`src/common/diidp_pkg.sv`:
```
// Purpose: shared constants and carrier types of the dual I/Q
//          interpolating converter data path
// Assumes: one 25 MHz clock; all inputs synchronous to it
// Notes:   codes are straight binary, 10 bits wide
package diidp_pkg;

    // clock and pin timing
    localparam int CLK_HZ = 25_000_000;
    localparam int CLK_PERIOD_NS = 40;
    localparam int MAX_CLK_MHZ = 40;

    // widths and depths
    localparam int CODE_W = 10;
    localparam int PAIR_W = 2 * CODE_W;
    localparam int FIFO_DEPTH = 32;
    localparam int SEG_N = 15;
    localparam int LOW_W = 2;

    // code field positions for the segment decoder
    localparam int UPPER_MSB = 9;
    localparam int UPPER_LSB = 6;
    localparam int MID_MSB = 5;
    localparam int MID_LSB = 2;
    localparam int LOW_MSB = 1;

    // reset / sleep input: cycles held before power-down
    localparam int SLEEP_CNT_W = 3;
    localparam logic [SLEEP_CNT_W-1:0] SLEEP_CYCLES = 3'h4;

    // half-band interpolator
    localparam int TAPS = 43;
    localparam int HALF_TAPS = 11;
    localparam int DL_LEN = 2 * HALF_TAPS;
    localparam int CENTRE_IDX = HALF_TAPS;
    localparam int COEF_W = 12;
    localparam int ACC_W = 28;
    localparam int COEF_SHIFT = 10;
    localparam logic signed [ACC_W-1:0] ACC_ROUND = 28'sh0000200;
    localparam logic signed [ACC_W-1:0] ACC_MAX = 28'sh00001FF;
    localparam logic signed [ACC_W-1:0] ACC_MIN = 28'shFFFFE00;

    // non-zero taps of the odd phase, innermost first; they sum to
    // half of the 1 << COEF_SHIFT gain on each side of the centre
    localparam logic signed [COEF_W-1:0] HB_COEF [HALF_TAPS] = '{
        12'h283, 12'hF37, 12'h070, 12'hFB9, 12'h02F, 12'hFE1,
        12'h014, 12'hFF4, 12'h007, 12'hFFC, 12'h002
    };

    // reset values
    localparam logic [CODE_W-1:0] CODE_ZERO = 10'h000;
    localparam logic [CODE_W-1:0] CODE_MID = 10'h200;

    typedef enum logic [1:0] {
        PAIR_WAIT_I = 2'b00,
        PAIR_WAIT_Q = 2'b01
    } diidp_pair_state_t;

    typedef struct packed {
        logic [CODE_W-1:0] i;
        logic [CODE_W-1:0] q;
    } diidp_pair_t;

    typedef struct packed {
        logic [SEG_N-1:0] upper;
        logic [SEG_N-1:0] middle;
        logic [LOW_W-1:0] low;
    } diidp_seg_t;

endpackage

```
`src/rtl/diidp_fifo.sv`:
```
// Purpose: sample-pair buffer between the input interface and filters
// Assumes: single clock; clear drops every stored word
// Notes:   storage in flip-flops, read by index
`timescale 1ns/1ps
`default_nettype none
module diidp_fifo #(
    parameter int WIDTH = 20,
    parameter int DEPTH = 32
) (
    // clock and reset
    input wire logic clock,
    input wire logic rstn,
    input wire logic clear,
    // fill side
    input wire logic in_valid,
    output logic in_ready,
    input wire logic [WIDTH-1:0] in_data,
    // drain side
    output logic out_valid,
    input wire logic out_ready,
    output logic [WIDTH-1:0] out_data
);
    localparam int AW = $clog2(DEPTH);

    typedef struct packed {
        logic [DEPTH-1:0][WIDTH-1:0] mem;
        logic [AW:0] wr_ptr;
        logic [AW:0] rd_ptr;
    } diidp_fifo_st_t;

    diidp_fifo_st_t st_q;
    diidp_fifo_st_t st_d;
    logic full;
    logic empty;
    logic push;
    logic pop;

    assign full = (st_q.wr_ptr[AW] != st_q.rd_ptr[AW]) &&
                  (st_q.wr_ptr[AW-1:0] == st_q.rd_ptr[AW-1:0]);
    assign empty = st_q.wr_ptr == st_q.rd_ptr;
    assign in_ready = !full && !clear;
    assign out_valid = !empty && !clear;
    assign out_data = st_q.mem[st_q.rd_ptr[AW-1:0]];
    assign push = in_valid && in_ready;
    assign pop = out_valid && out_ready;

    always_comb begin
        st_d = st_q;
        if (clear) begin
            st_d.wr_ptr = '0;
            st_d.rd_ptr = '0;
        end else begin
            if (push) begin
                st_d.mem[st_q.wr_ptr[AW-1:0]] = in_data;
                st_d.wr_ptr = st_q.wr_ptr + 1'b1;
            end
            if (pop) begin
                st_d.rd_ptr = st_q.rd_ptr + 1'b1;
            end
        end
    end

    always_ff @(posedge clock or negedge rstn) begin
        if (!rstn) begin
            st_q <= '0;
        end else begin
            st_q <= st_d;
        end
    end

endmodule
`default_nettype wire

```
`src/rtl/diidp_core.sv`:
```
// Purpose: interleaved I/Q input interface, two 2x half-band
//          interpolators and segment decoders of a dual converter
// Assumes: inputs synchronous to clock; host keeps clock <= 40 MHz
// Notes:   segment outputs steer current switches of the analog array
// Notes on behaviour
// - both channels load together every clock edge
// - I and Q alternate on one 10-bit bus
// - interpolation doubles rate, one sample per clock
// - identical 43-tap symmetric half-band filters per channel
// - each filter sees only its own channel
// - filter clock is input clock divided by two
// - two filter paths, taken on alternate phases
// - de-interleave and keep each I with its Q
// - reset/sleep clears pairing and powers down
// - top four bits drive fifteen equal segments
// - middle four bits sixteenth segments, rest binary
// - straight binary; zero code, no true current
// - four or more cycles held enters power-down
// - select high steers to I, low to Q
// - channel registers capture on write rising edge
`timescale 1ns/1ps
`default_nettype none
module diidp_core
    import diidp_pkg::*;
(
    // clock and reset
    input wire logic clock,
    input wire logic rstn,
    // host input bus
    input wire logic [CODE_W-1:0] input_code_bits,
    input wire logic write_strobe,
    input wire logic channel_select,
    input wire logic reset_sleep,
    output logic pair_ready,
    // converter switch drive
    output diidp_seg_t i_segments,
    output diidp_seg_t q_segments,
    output logic power_down
);

    typedef struct packed {
        diidp_pair_state_t pair;
        logic wr_prev;
        logic [CODE_W-1:0] i_hold;
        logic [SLEEP_CNT_W-1:0] sleep_cnt;
        logic sleep;
        logic fen;
        logic [DL_LEN-1:0][CODE_W-1:0] dl_i;
        logic [DL_LEN-1:0][CODE_W-1:0] dl_q;
        logic [CODE_W-1:0] pa_i;
        logic [CODE_W-1:0] pb_i;
        logic [CODE_W-1:0] pa_q;
        logic [CODE_W-1:0] pb_q;
        logic [CODE_W-1:0] dac_i;
        logic [CODE_W-1:0] dac_q;
        diidp_seg_t seg_i;
        diidp_seg_t seg_q;
    } diidp_core_st_t;

    // offset binary to two's complement, sign-extended by one bit
    function automatic logic signed [CODE_W:0] to_signed(
        input logic [CODE_W-1:0] c
    );
        return {~c[CODE_W-1], ~c[CODE_W-1], c[CODE_W-2:0]};
    endfunction

    // odd phase of the half-band: symmetric pairs times the taps
    function automatic logic [CODE_W-1:0] hb_mac(
        input logic [DL_LEN-1:0][CODE_W-1:0] dl
    );
        logic signed [ACC_W-1:0] acc;
        logic signed [CODE_W+1:0] s;
        acc = '0;
        s = '0;
        for (int m = 0; m < HALF_TAPS; m++) begin
            s = (CODE_W+2)'(to_signed(dl[CENTRE_IDX-1-m])) +
                (CODE_W+2)'(to_signed(dl[CENTRE_IDX+m]));
            acc = acc + ACC_W'(s * HB_COEF[m]);
        end
        acc = (acc + ACC_ROUND) >>> COEF_SHIFT;
        if (acc > ACC_MAX) begin
            acc = ACC_MAX;
        end else if (acc < ACC_MIN) begin
            acc = ACC_MIN;
        end
        return {~acc[CODE_W-1], acc[CODE_W-2:0]};
    endfunction

    // four bits to fifteen equal thermometer switches
    function automatic logic [SEG_N-1:0] therm4(input logic [3:0] v);
        logic [SEG_N-1:0] t;
        t = '0;
        for (int k = 0; k < SEG_N; k++) begin
            t[k] = v > 4'(k);
        end
        return t;
    endfunction

    function automatic diidp_seg_t seg_decode(
        input logic [CODE_W-1:0] c
    );
        diidp_seg_t s;
        s.upper = therm4(c[UPPER_MSB:UPPER_LSB]);
        s.middle = therm4(c[MID_MSB:MID_LSB]);
        s.low = c[LOW_MSB:0];
        return s;
    endfunction

    diidp_core_st_t st_q;
    diidp_core_st_t st_d;
    logic wr_rise;
    logic push;
    diidp_pair_t push_pair;
    logic pop_valid;
    logic pop_ready;
    diidp_pair_t pop_pair;
    logic [CODE_W-1:0] next_i;
    logic [CODE_W-1:0] next_q;

    assign wr_rise = write_strobe && !st_q.wr_prev;
    assign pop_ready = st_q.fen && !st_q.sleep;

    diidp_fifo #(
        .WIDTH(PAIR_W),
        .DEPTH(FIFO_DEPTH)
    ) u_fifo (
        .clock(clock),
        .rstn(rstn),
        .clear(st_q.sleep),
        .in_valid(push),
        .in_ready(pair_ready),
        .in_data(push_pair),
        .out_valid(pop_valid),
        .out_ready(pop_ready),
        .out_data(pop_pair)
    );

    always_comb begin
        st_d = st_q;
        push = 1'b0;
        push_pair = '{i: st_q.i_hold, q: input_code_bits};
        next_i = CODE_ZERO;
        next_q = CODE_ZERO;
        st_d.wr_prev = write_strobe;

        // held-length counter splits reset from power-down
        if (reset_sleep) begin
            if (st_q.sleep_cnt != SLEEP_CYCLES) begin
                st_d.sleep_cnt = st_q.sleep_cnt + 1'b1;
            end
        end else begin
            st_d.sleep_cnt = '0;
        end
        st_d.sleep = reset_sleep && (st_d.sleep_cnt == SLEEP_CYCLES);

        // pairing state machine; a Q without an I is dropped
        if (reset_sleep) begin
            st_d.pair = PAIR_WAIT_I;
        end else if (wr_rise) begin
            unique case (st_q.pair)
                PAIR_WAIT_I: begin
                    if (channel_select) begin
                        st_d.i_hold = input_code_bits;
                        st_d.pair = PAIR_WAIT_Q;
                    end
                end
                PAIR_WAIT_Q: begin
                    if (channel_select) begin
                        st_d.i_hold = input_code_bits;
                    end else begin
                        push = 1'b1;
                        st_d.pair = PAIR_WAIT_I;
                    end
                end
                default: st_d.pair = PAIR_WAIT_I;
            endcase
        end

        // filter clock as an enable every second input clock
        st_d.fen = !st_q.fen;

        // one input pair per filter clock; each line its own channel
        if (st_q.fen && pop_valid && !st_q.sleep) begin
            st_d.dl_i = {st_q.dl_i[DL_LEN-2:0], pop_pair.i};
            st_d.dl_q = {st_q.dl_q[DL_LEN-2:0], pop_pair.q};
        end

        // both paths computed at the filter rate, same taps for I and Q
        if (st_q.fen) begin
            st_d.pa_i = st_q.dl_i[CENTRE_IDX];
            st_d.pa_q = st_q.dl_q[CENTRE_IDX];
            st_d.pb_i = hb_mac(st_q.dl_i);
            st_d.pb_q = hb_mac(st_q.dl_q);
        end

        // alternate paths on opposite filter phases
        if (st_q.fen) begin
            next_i = st_q.pb_i;
            next_q = st_q.pb_q;
        end else begin
            next_i = st_q.pa_i;
            next_q = st_q.pa_q;
        end

        // both converters latched on the same edge; zero code from the
        // edge that raises power-down, so no switch is left on in sleep
        if (st_d.sleep) begin
            st_d.dac_i = CODE_ZERO;
            st_d.dac_q = CODE_ZERO;
        end else begin
            st_d.dac_i = next_i;
            st_d.dac_q = next_q;
        end
        st_d.seg_i = seg_decode(st_d.dac_i);
        st_d.seg_q = seg_decode(st_d.dac_q);
    end

    always_ff @(posedge clock or negedge rstn) begin
        if (!rstn) begin
            st_q <= '0;
        end else begin
            st_q <= st_d;
        end
    end

    assign i_segments = st_q.seg_i;
    assign q_segments = st_q.seg_q;
    assign power_down = st_q.sleep;
endmodule
`default_nettype wire

```
`config.mk`:
```
export PLATFORM = sky130hd
export DESIGN_NAME = diidp_core
export DESIGN_NICKNAME = d
export VERILOG_FILES = /design/src/common/diidp_pkg.sv /design/src/rtl/diidp_fifo.sv /design/src/rtl/diidp_core.sv
export SDC_FILE = /design/constraint.sdc
export NUM_CORES = 2
export LEC_CHECK = 0
export ABC_AREA = 1
export BUFFER_PORTS_ARGS = -buffer_cell sky130_fd_sc_hd__buf_2
export CAP_MARGIN = 10
export CELL_PAD_IN_SITES_DETAIL_PLACEMENT = 1
export CELL_PAD_IN_SITES_GLOBAL_PLACEMENT = 2
export CORE_MARGIN = 2
export CORE_UTILIZATION = 41
export DETAILED_ROUTE_END_ITERATION = 6
export HOLD_SLACK_MARGIN = 0.06
export PLACE_DENSITY_LB_ADDON = 0.25
export RECOVER_POWER = 100
export SKIP_CTS_REPAIR_TIMING = 1
export SYNTH_ARGS = -nofsm -noshare
export SYNTH_HDL_FRONTEND = slang
export SYNTH_SLANG_ARGS = --single-unit
export TNS_END_PERCENT = 1
```
`constraint.sdc`:
```
create_clock -name clock -period 13.2 [get_ports clock]
set_input_delay 0 -clock clock [delete_from_list [all_inputs] [get_ports clock]]
set_output_delay 0 -clock clock [all_outputs]
set_load 0.01 [all_outputs]
```
# Yosys cells after proc, flatten, opt, wreduce, memory -nomap -nowiden
# Cells that the tools add are included.
# Widths: inputs -> output; s select.
classes:
  add_sub_neg: 49
  n_mul: 18
  div_mod_pow: 0
  magnitude_cmp: 67
  eq_ne: 8
  shifts: 0
  muxes: 28
  n_bitwise: 48
  reduce_logical: 24
ops:
  columns: ["operator", "n"]
  rows:
  - ["$bwmux 640", 1]
  - ["$add 10x10->11", 22]
  - ["$gt 4x4->1 const B", 28]
  - ["$bmux 20 s5", 1]
  - ["$demux 20 s5", 1]
  - ["$mul 11x4->15 const B", 6]
  - ["$mux 10", 8]
  - ["$gt 4x3->1 const B", 16]
  - ["$mux 20", 3]
  - ["$add 27x17->28", 2]
  - ["$add 28x11->28 const B", 2]
  - ["$add 28x12->28", 2]
  - ["$add 28x15->28", 2]
  - ["$add 28x16->28", 2]
  - ["$add 28x28->28", 2]
  - ["$add 26x17->27", 2]
  - ["$add 25x18->26", 2]
  - ["$neg 11->26", 2]
  - ["$add 24x19->25", 2]
  - ["$add 23x19->24", 2]
  - ["$not 1->1", 48]
  - ["$add 22x20->23", 2]
  - ["$mul 11x11->22 const B", 2]
  - ["$mul 11x9->20 const B", 2]
  - ["other kinds (32)", 80]
word_totals:
  ff_bits: 1214
  latch_bits: 0
  ram_bits: 0
  mem_bits_ro: 0
  input_bits: 15
  output_inout_bits: 66
  n_memories: 0

# Depth between registers and ports, before layout
depth:
  ltp_word: 19
  depth_mapped: 64
  ltp_nobuf: 64

# Hierarchy
# Synthesis repeated with hierarchy kept, for this count alone.
unflattened:
  hier_cells: 11759
  hier_area_um2: 98110.3
modules_own_cells:
  columns: ["mod", "n_inst", "cells_per_inst", "area_per_inst_um2", "seq_area_each_um2"]
  rows:
  - ["diidp_core", 1, 7429, 66297.3, 14038.5]
  - ["diidp_fifo", 1, 4330, 31813.0, 16315.6]

# Least setup slack after synthesis
# No wires, ideal clock.
synth_timing:
  path_kind: "register -> register"
  start: "reg st_q[204] (netlist name)"
  end: "reg st_q[84] (netlist name)"
  setup_time_ps: 117
  t_arrival_ps: 10434
  path_slack_ps: 2648
  stages_incl_launch_ff: 57
  n_path_buf: 0
  period_less_slack_ps: 10552
  path_cell_list: "dfrtp_1 -> ha_1 -> fa_1 -> nand2_1 -> nand2_1 -> a21oi_2 -> xor2_1 -> ha_1 -> inv_1 -> fa_1 -> inv_1 -> ha_1 -> inv_1 -> o31ai_1 -> nand2_1 -> nand2_1 -> a21oi_1 -> o21ai_0 -> [... 21 more ...] -> inv_1 -> fa_1 -> inv_1 -> ha_1 -> nand2_1 -> nor2_1 -> inv_1 -> nor3_1 -> o21ai_0 -> nand3_1 -> xor2_1 -> nor2_1 -> nand2_1 -> nand3_2 -> nand2_1 -> nand2_1 -> nand2_1 -> nand2_1"
synth_between:
  elab_chain_cells: 16
synth_rtl:
  columns: ["element", "line", "text"]
  rows:
  - ["start: declaration", "diidp_core.sv:109", "diidp_core_st_t st_q;"]
  - ["start signal: assignment", "diidp_core.sv:222", "st_q <= st_d;"]
  - ["$add 10x10->11 (*)", "diidp_core.sv:76", "s = (CODE_W+2)'(to_signed(dl[CENTRE_IDX-1-m])) +"]
  - ["$mul 11x4->15 (*)", "diidp_core.sv:78", "acc = acc + ACC_W'(s * HB_COEF[m]);"]
  - ["$add 23x19->24 (*)", "diidp_core.sv:78", null]
  - ["$add 24x19->25 (*)", "diidp_core.sv:78", null]
  - ["$add 25x18->26 (*)", "diidp_core.sv:78", null]
  - ["$add 26x17->27 (*)", "diidp_core.sv:78", null]
  - ["$add 27x17->28 (*)", "diidp_core.sv:78", null]
  - ["$add 28x16->28 (*)", "diidp_core.sv:78", null]
  - ["$add 28x15->28 (*)", "diidp_core.sv:78", null]
  - ["$add 28x28->28 (*)", "diidp_core.sv:78", null]
  - ["$add 28x12->28 (*)", "diidp_core.sv:78", null]
  - ["$add 28x11->28 (*)", "diidp_core.sv:80", "acc = (acc + ACC_ROUND) >>> COEF_SHIFT;"]
  - ["$lt 18x10->1", "diidp_core.sv:83", "end else if (acc < ACC_MIN) begin"]
  - ["$mux 10", "diidp_core.sv:83", null]
  - ["$mux 10 (*)", "diidp_core.sv:81", "if (acc > ACC_MAX) begin"]
  - ["$mux 10 (*)", "diidp_core.sv:189", "if (st_q.fen) begin"]
# Every way passes the cells marked *; elsewhere a longest branch is shown, timed or not. The select of a mux whose other input is x is not followed.
# A chain may end at the register's enable or synchronous reset.

# Worst setup path in the final report
layout_timing:
  start: "reg st_q[206] (netlist name)"
  end: "reg st_q[90] (netlist name)"
# Same word-level chain as after synthesis.

==> run_results.csv <==
group,metric,value,unit
outcome,status,"finished, violations left",
outcome,violations,"max-capacitance violations, max-slew violations",
place,placed_cell_area,0.09830,mm2
sta,fmax,81.75,MHz
grt,grtUsageTotal,0.2547,
place,place_hpwl,225400,um
setup_path,worst-path-max-fanout,9,
die,die_area,0.2372,mm2
synthesis,yosys.cell_count.top_type,"nand2_1",
setup_path,r2r-end,"st_q[90]$_DFFE_PN0P_",
die,die_w,487,um
sta,drv_slew,3345,
synthesis,muxShareOfSynthArea,0,
setup_path,slowest_delay,0.62,ns
cells_and_area,stdcell_area,0.1032,mm2
setup_path,path_delay_family,"adder cells",
cells_and_area,area_delta_synth_final,7.912,%
cells_and_area,seq_area,0.03036,mm2
clock_network,clock_path_buffers,3,
cells_and_area,multiInputGateArea,0.05484,mm2
setup_path,start_kind,"flop",
cells_and_area,drive_above_1_share,0.03107,
place,port_buffers,80,
synthesis,synthTopCellsByCount,"nand2_1 (2470), inv_1 (2154), dfrtp_1 (1213), o21ai_0 (1057), ha_1 (939)",
synthesis,synth-simple-area-share,0.1331,
synthesis,yosysWarningCount,0,
synthesis,synth_flop_cell,"dfrtp_1",
clock_network,cts.sinks,1213,
flow_run,drv_cap,60,
synthesis,ys_seq_elements,1213,
detailed_routing,wl_per_cell,21.18,um
setup_path,r2r_slack,0.97,ns
sta,slew_headroom,-4.840,
detailed_routing,drt_iter0_drc,4039,
die,core-area,0.2323,mm2
grt,antenna_found_initial,11,
synthesis,synth.distinct_cells,61,
synthesis,synth_xor_area_frac,0.02883,
clock_network,clkTransAtPathRegs,0.06,ns
detailed_routing,routed_wl,298300,um
setup_path,crit_buf_inv,12,
grt,grt_pass1_vias,78890,
synthesis,async_reset_ff_frac,1.000,
setup_path,worstSetupEndpointType,"flop",
grt,grt_pass1_wl,469200,um
sta,final-hold-violation-count,0,
place,gp_congestion,0.8928,
setup_path,cp.required,13.90,ns
detailed_routing,first_pass_iters,5,
setup_path,regToRegStartpoint,"st_q[206]$_DFFE_PN0P_",
die,initial_core_util,0.4117,
hold_path,hold_path_end,"u_fifo.st_q[280]$_DFFE_PN0P_",
die,die_h,487,um
detailed_routing,viasPerCell,5.122,
synthesis,synth_area_per_cell,8.627,um2
sta,fin_tns_setup,0,ns
synthesis,syn_area,0.09565,mm2
cells_and_area,finalNonFillerCells,14080,
grt,globalRouteOverflowTotal,0,
sta,period_needed,12.23,ns
sta,timing.final.crit_share,0.9267,
synthesis,syn_inst,11090,
clock_network,clock_tree.root_cell,"clkbuf_16",
grt,grt_max_degree,198,
setup_path,path_class,"flop to flop",
sta,tightest_slew,8.760,ns
synthesis,synth_nets,12910,
synthesis,ys_seq_area_frac,0.3174,
setup_path,reg2reg_depth,52,
clock_network,htree_levels,4,
die,rows,177,
hold_path,worstHoldPathType,"input port to flop",
cells_and_area,fin_nets,12740,
synthesis,synth_top_cell_by_area,"dfrtp_1",
clock_network,clock_latency,0.82,ns
die,num_io_pins,81,
detailed_routing,ant_nets,0,
detailed_routing,num_vias,72140,
synthesis,yosysTopAreaCellShare,0.3174,
place,dp_cells,13790,
synthesis,synth-compound-area-share,0.1071,
clock_network,cts_tree,"yes",
sta,setup_viol,0,
detailed_routing,route.detailed.drc,0,
synthesis,synth_fa_ha_area_frac,0.3041,
sta,rsz0062_at_grt,"no",
cells_and_area,fill_cells,27280,
synthesis,synth_top_family_by_area,"adder cells",
setup_path,arrival,12.93,ns
synthesis,synth-edff-count,0,
hold_path,hold_path_depth,4,
hold_path,min_from,"input_code_bits[8]",
sta,finalClockSkew,0.06021,ns
setup_path,crit_path_top_delay_cell,"fa_1",
clock_network,cts_buffers,149,
synthesis,yosys-top-cells-area,"dfrtp_1 (32%), fa_1 (18%), ha_1 (12%), nand2_1 (9.7%), inv_1 (8.5%)",
final cells by class:
class	instances	area share
Sequential cell	1213	0.2941
Inverter	2164	0.07887
Antenna cell	3	0.00007273
Tap cell	3043	0.03689
Clock buffer	220	0.04204
Multi-Input combinational cell	7206	0.5313
Clock inverter	48	0.006764
Timing Repair Buffer	187	0.009916
layout by cell type, fill, tap and decap left out, types with 7 or more instances in the layout:
master,instances
clkbuf_16,152
a21o_1,16
fa_1,865
nand2_1,2478
o21a_1,87
dlygate4sd3_1,27
a22oi_1,7
clkbuf_8,28
nor3_1,49
buf_4,30
clkbuf_1,150
a21oi_1,299
bufinv_16,9
nor2_1,425
o22ai_1,97
o21ai_0,1177
inv_1,2157
o21ai_1,25
buf_2,13
o211ai_1,25
dfrtp_1,1211
nand4_1,64
clkinv_16,7
ha_1,939
o21bai_1,42
clkinv_2,22
o31ai_1,15
xor2_1,227
xnor2_1,76
or2_2,7
nand3_1,162
nand2_2,9
o221ai_1,42
cell families after synthesis:
| group | Yosys count |
|---|---|
| AO/OA/AOI/OAI | 1865 |
| XOR/XNOR | 311 |
| adder cells (fa/ha/maj) | 1805 |
| buffers and inverters | 2668 |
| flip-flops | 1213 |
| AND/OR/NAND/NOR | 3225 |
registers in the layout, summed over array words and instances (netlist names):
signal       cells
q_segments      32
st_q           486
power_down       1
u_fifo.st_q    652
i_segments      32
push_pair       10
per-stage QoR:
stage                     hold slack (ns)  worst slack [ns]  utilization
after global placement            0.06479            0.8858       0.4231
final                             0.03701            0.9679       0.4443
after global routing              0.06705            0.1224       0.4443
after CTS                         -0.8271            0.6201       0.4448
after floorplan                   -0.2956             2.648            -
after detailed placement          0.06301            0.7272       0.4231
layer usage:
metal	share of wire	up-vias	track usage	wire length (um)
met5	0.00095	-	0	283
li1	-	33940	-	-
met4	0.018	10	0.04712	5267
met3	0.032	311	0.02571	9621
met1	0.46	36940	0.3509	138400
met2	0.49	942	0.4371	144700
worst max path at each step:
stage / start / cells after the start / to
4_1_cts: st_q[524]$_DFFE_PN0P_ / 51 / st_q[109]$_DFFE_PN0P_
3_3_place_gp: st_q[374]$_DFFE_PN0P_ / 53 / st_q[111]$_DFFE_PN0P_
6_report: st_q[206]$_DFFE_PN0P_ / 52 / st_q[90]$_DFFE_PN0P_
5_1_grt: st_q[256]$_DFFE_PN0P_ / 55 / st_q[92]$_DFFE_PN0P_
2_1_floorplan: st_q[204]$_DFFE_PN0P_ / 56 / st_q[84]$_DFFE_PN0P_
3_5_place_dp: st_q[524]$_DFFE_PN0P_ / 51 / st_q[109]$_DFFE_PN0P_
worst reg2reg max path: cells and delay by family (launching register included):
family                     cells  cell delay (ns)
AOI/OAI and AO/OA              8             1.86
DFF                            1             0.40
adders and majority gates     14             6.43
and+or+nand+nor               17             2.07
buffers and inverters         12             1.00
xor gates and xnor gates       1             0.40
Power is not shown: default switching activity piles up to over one toggle a cycle in this logic, so the estimate is an artifact.
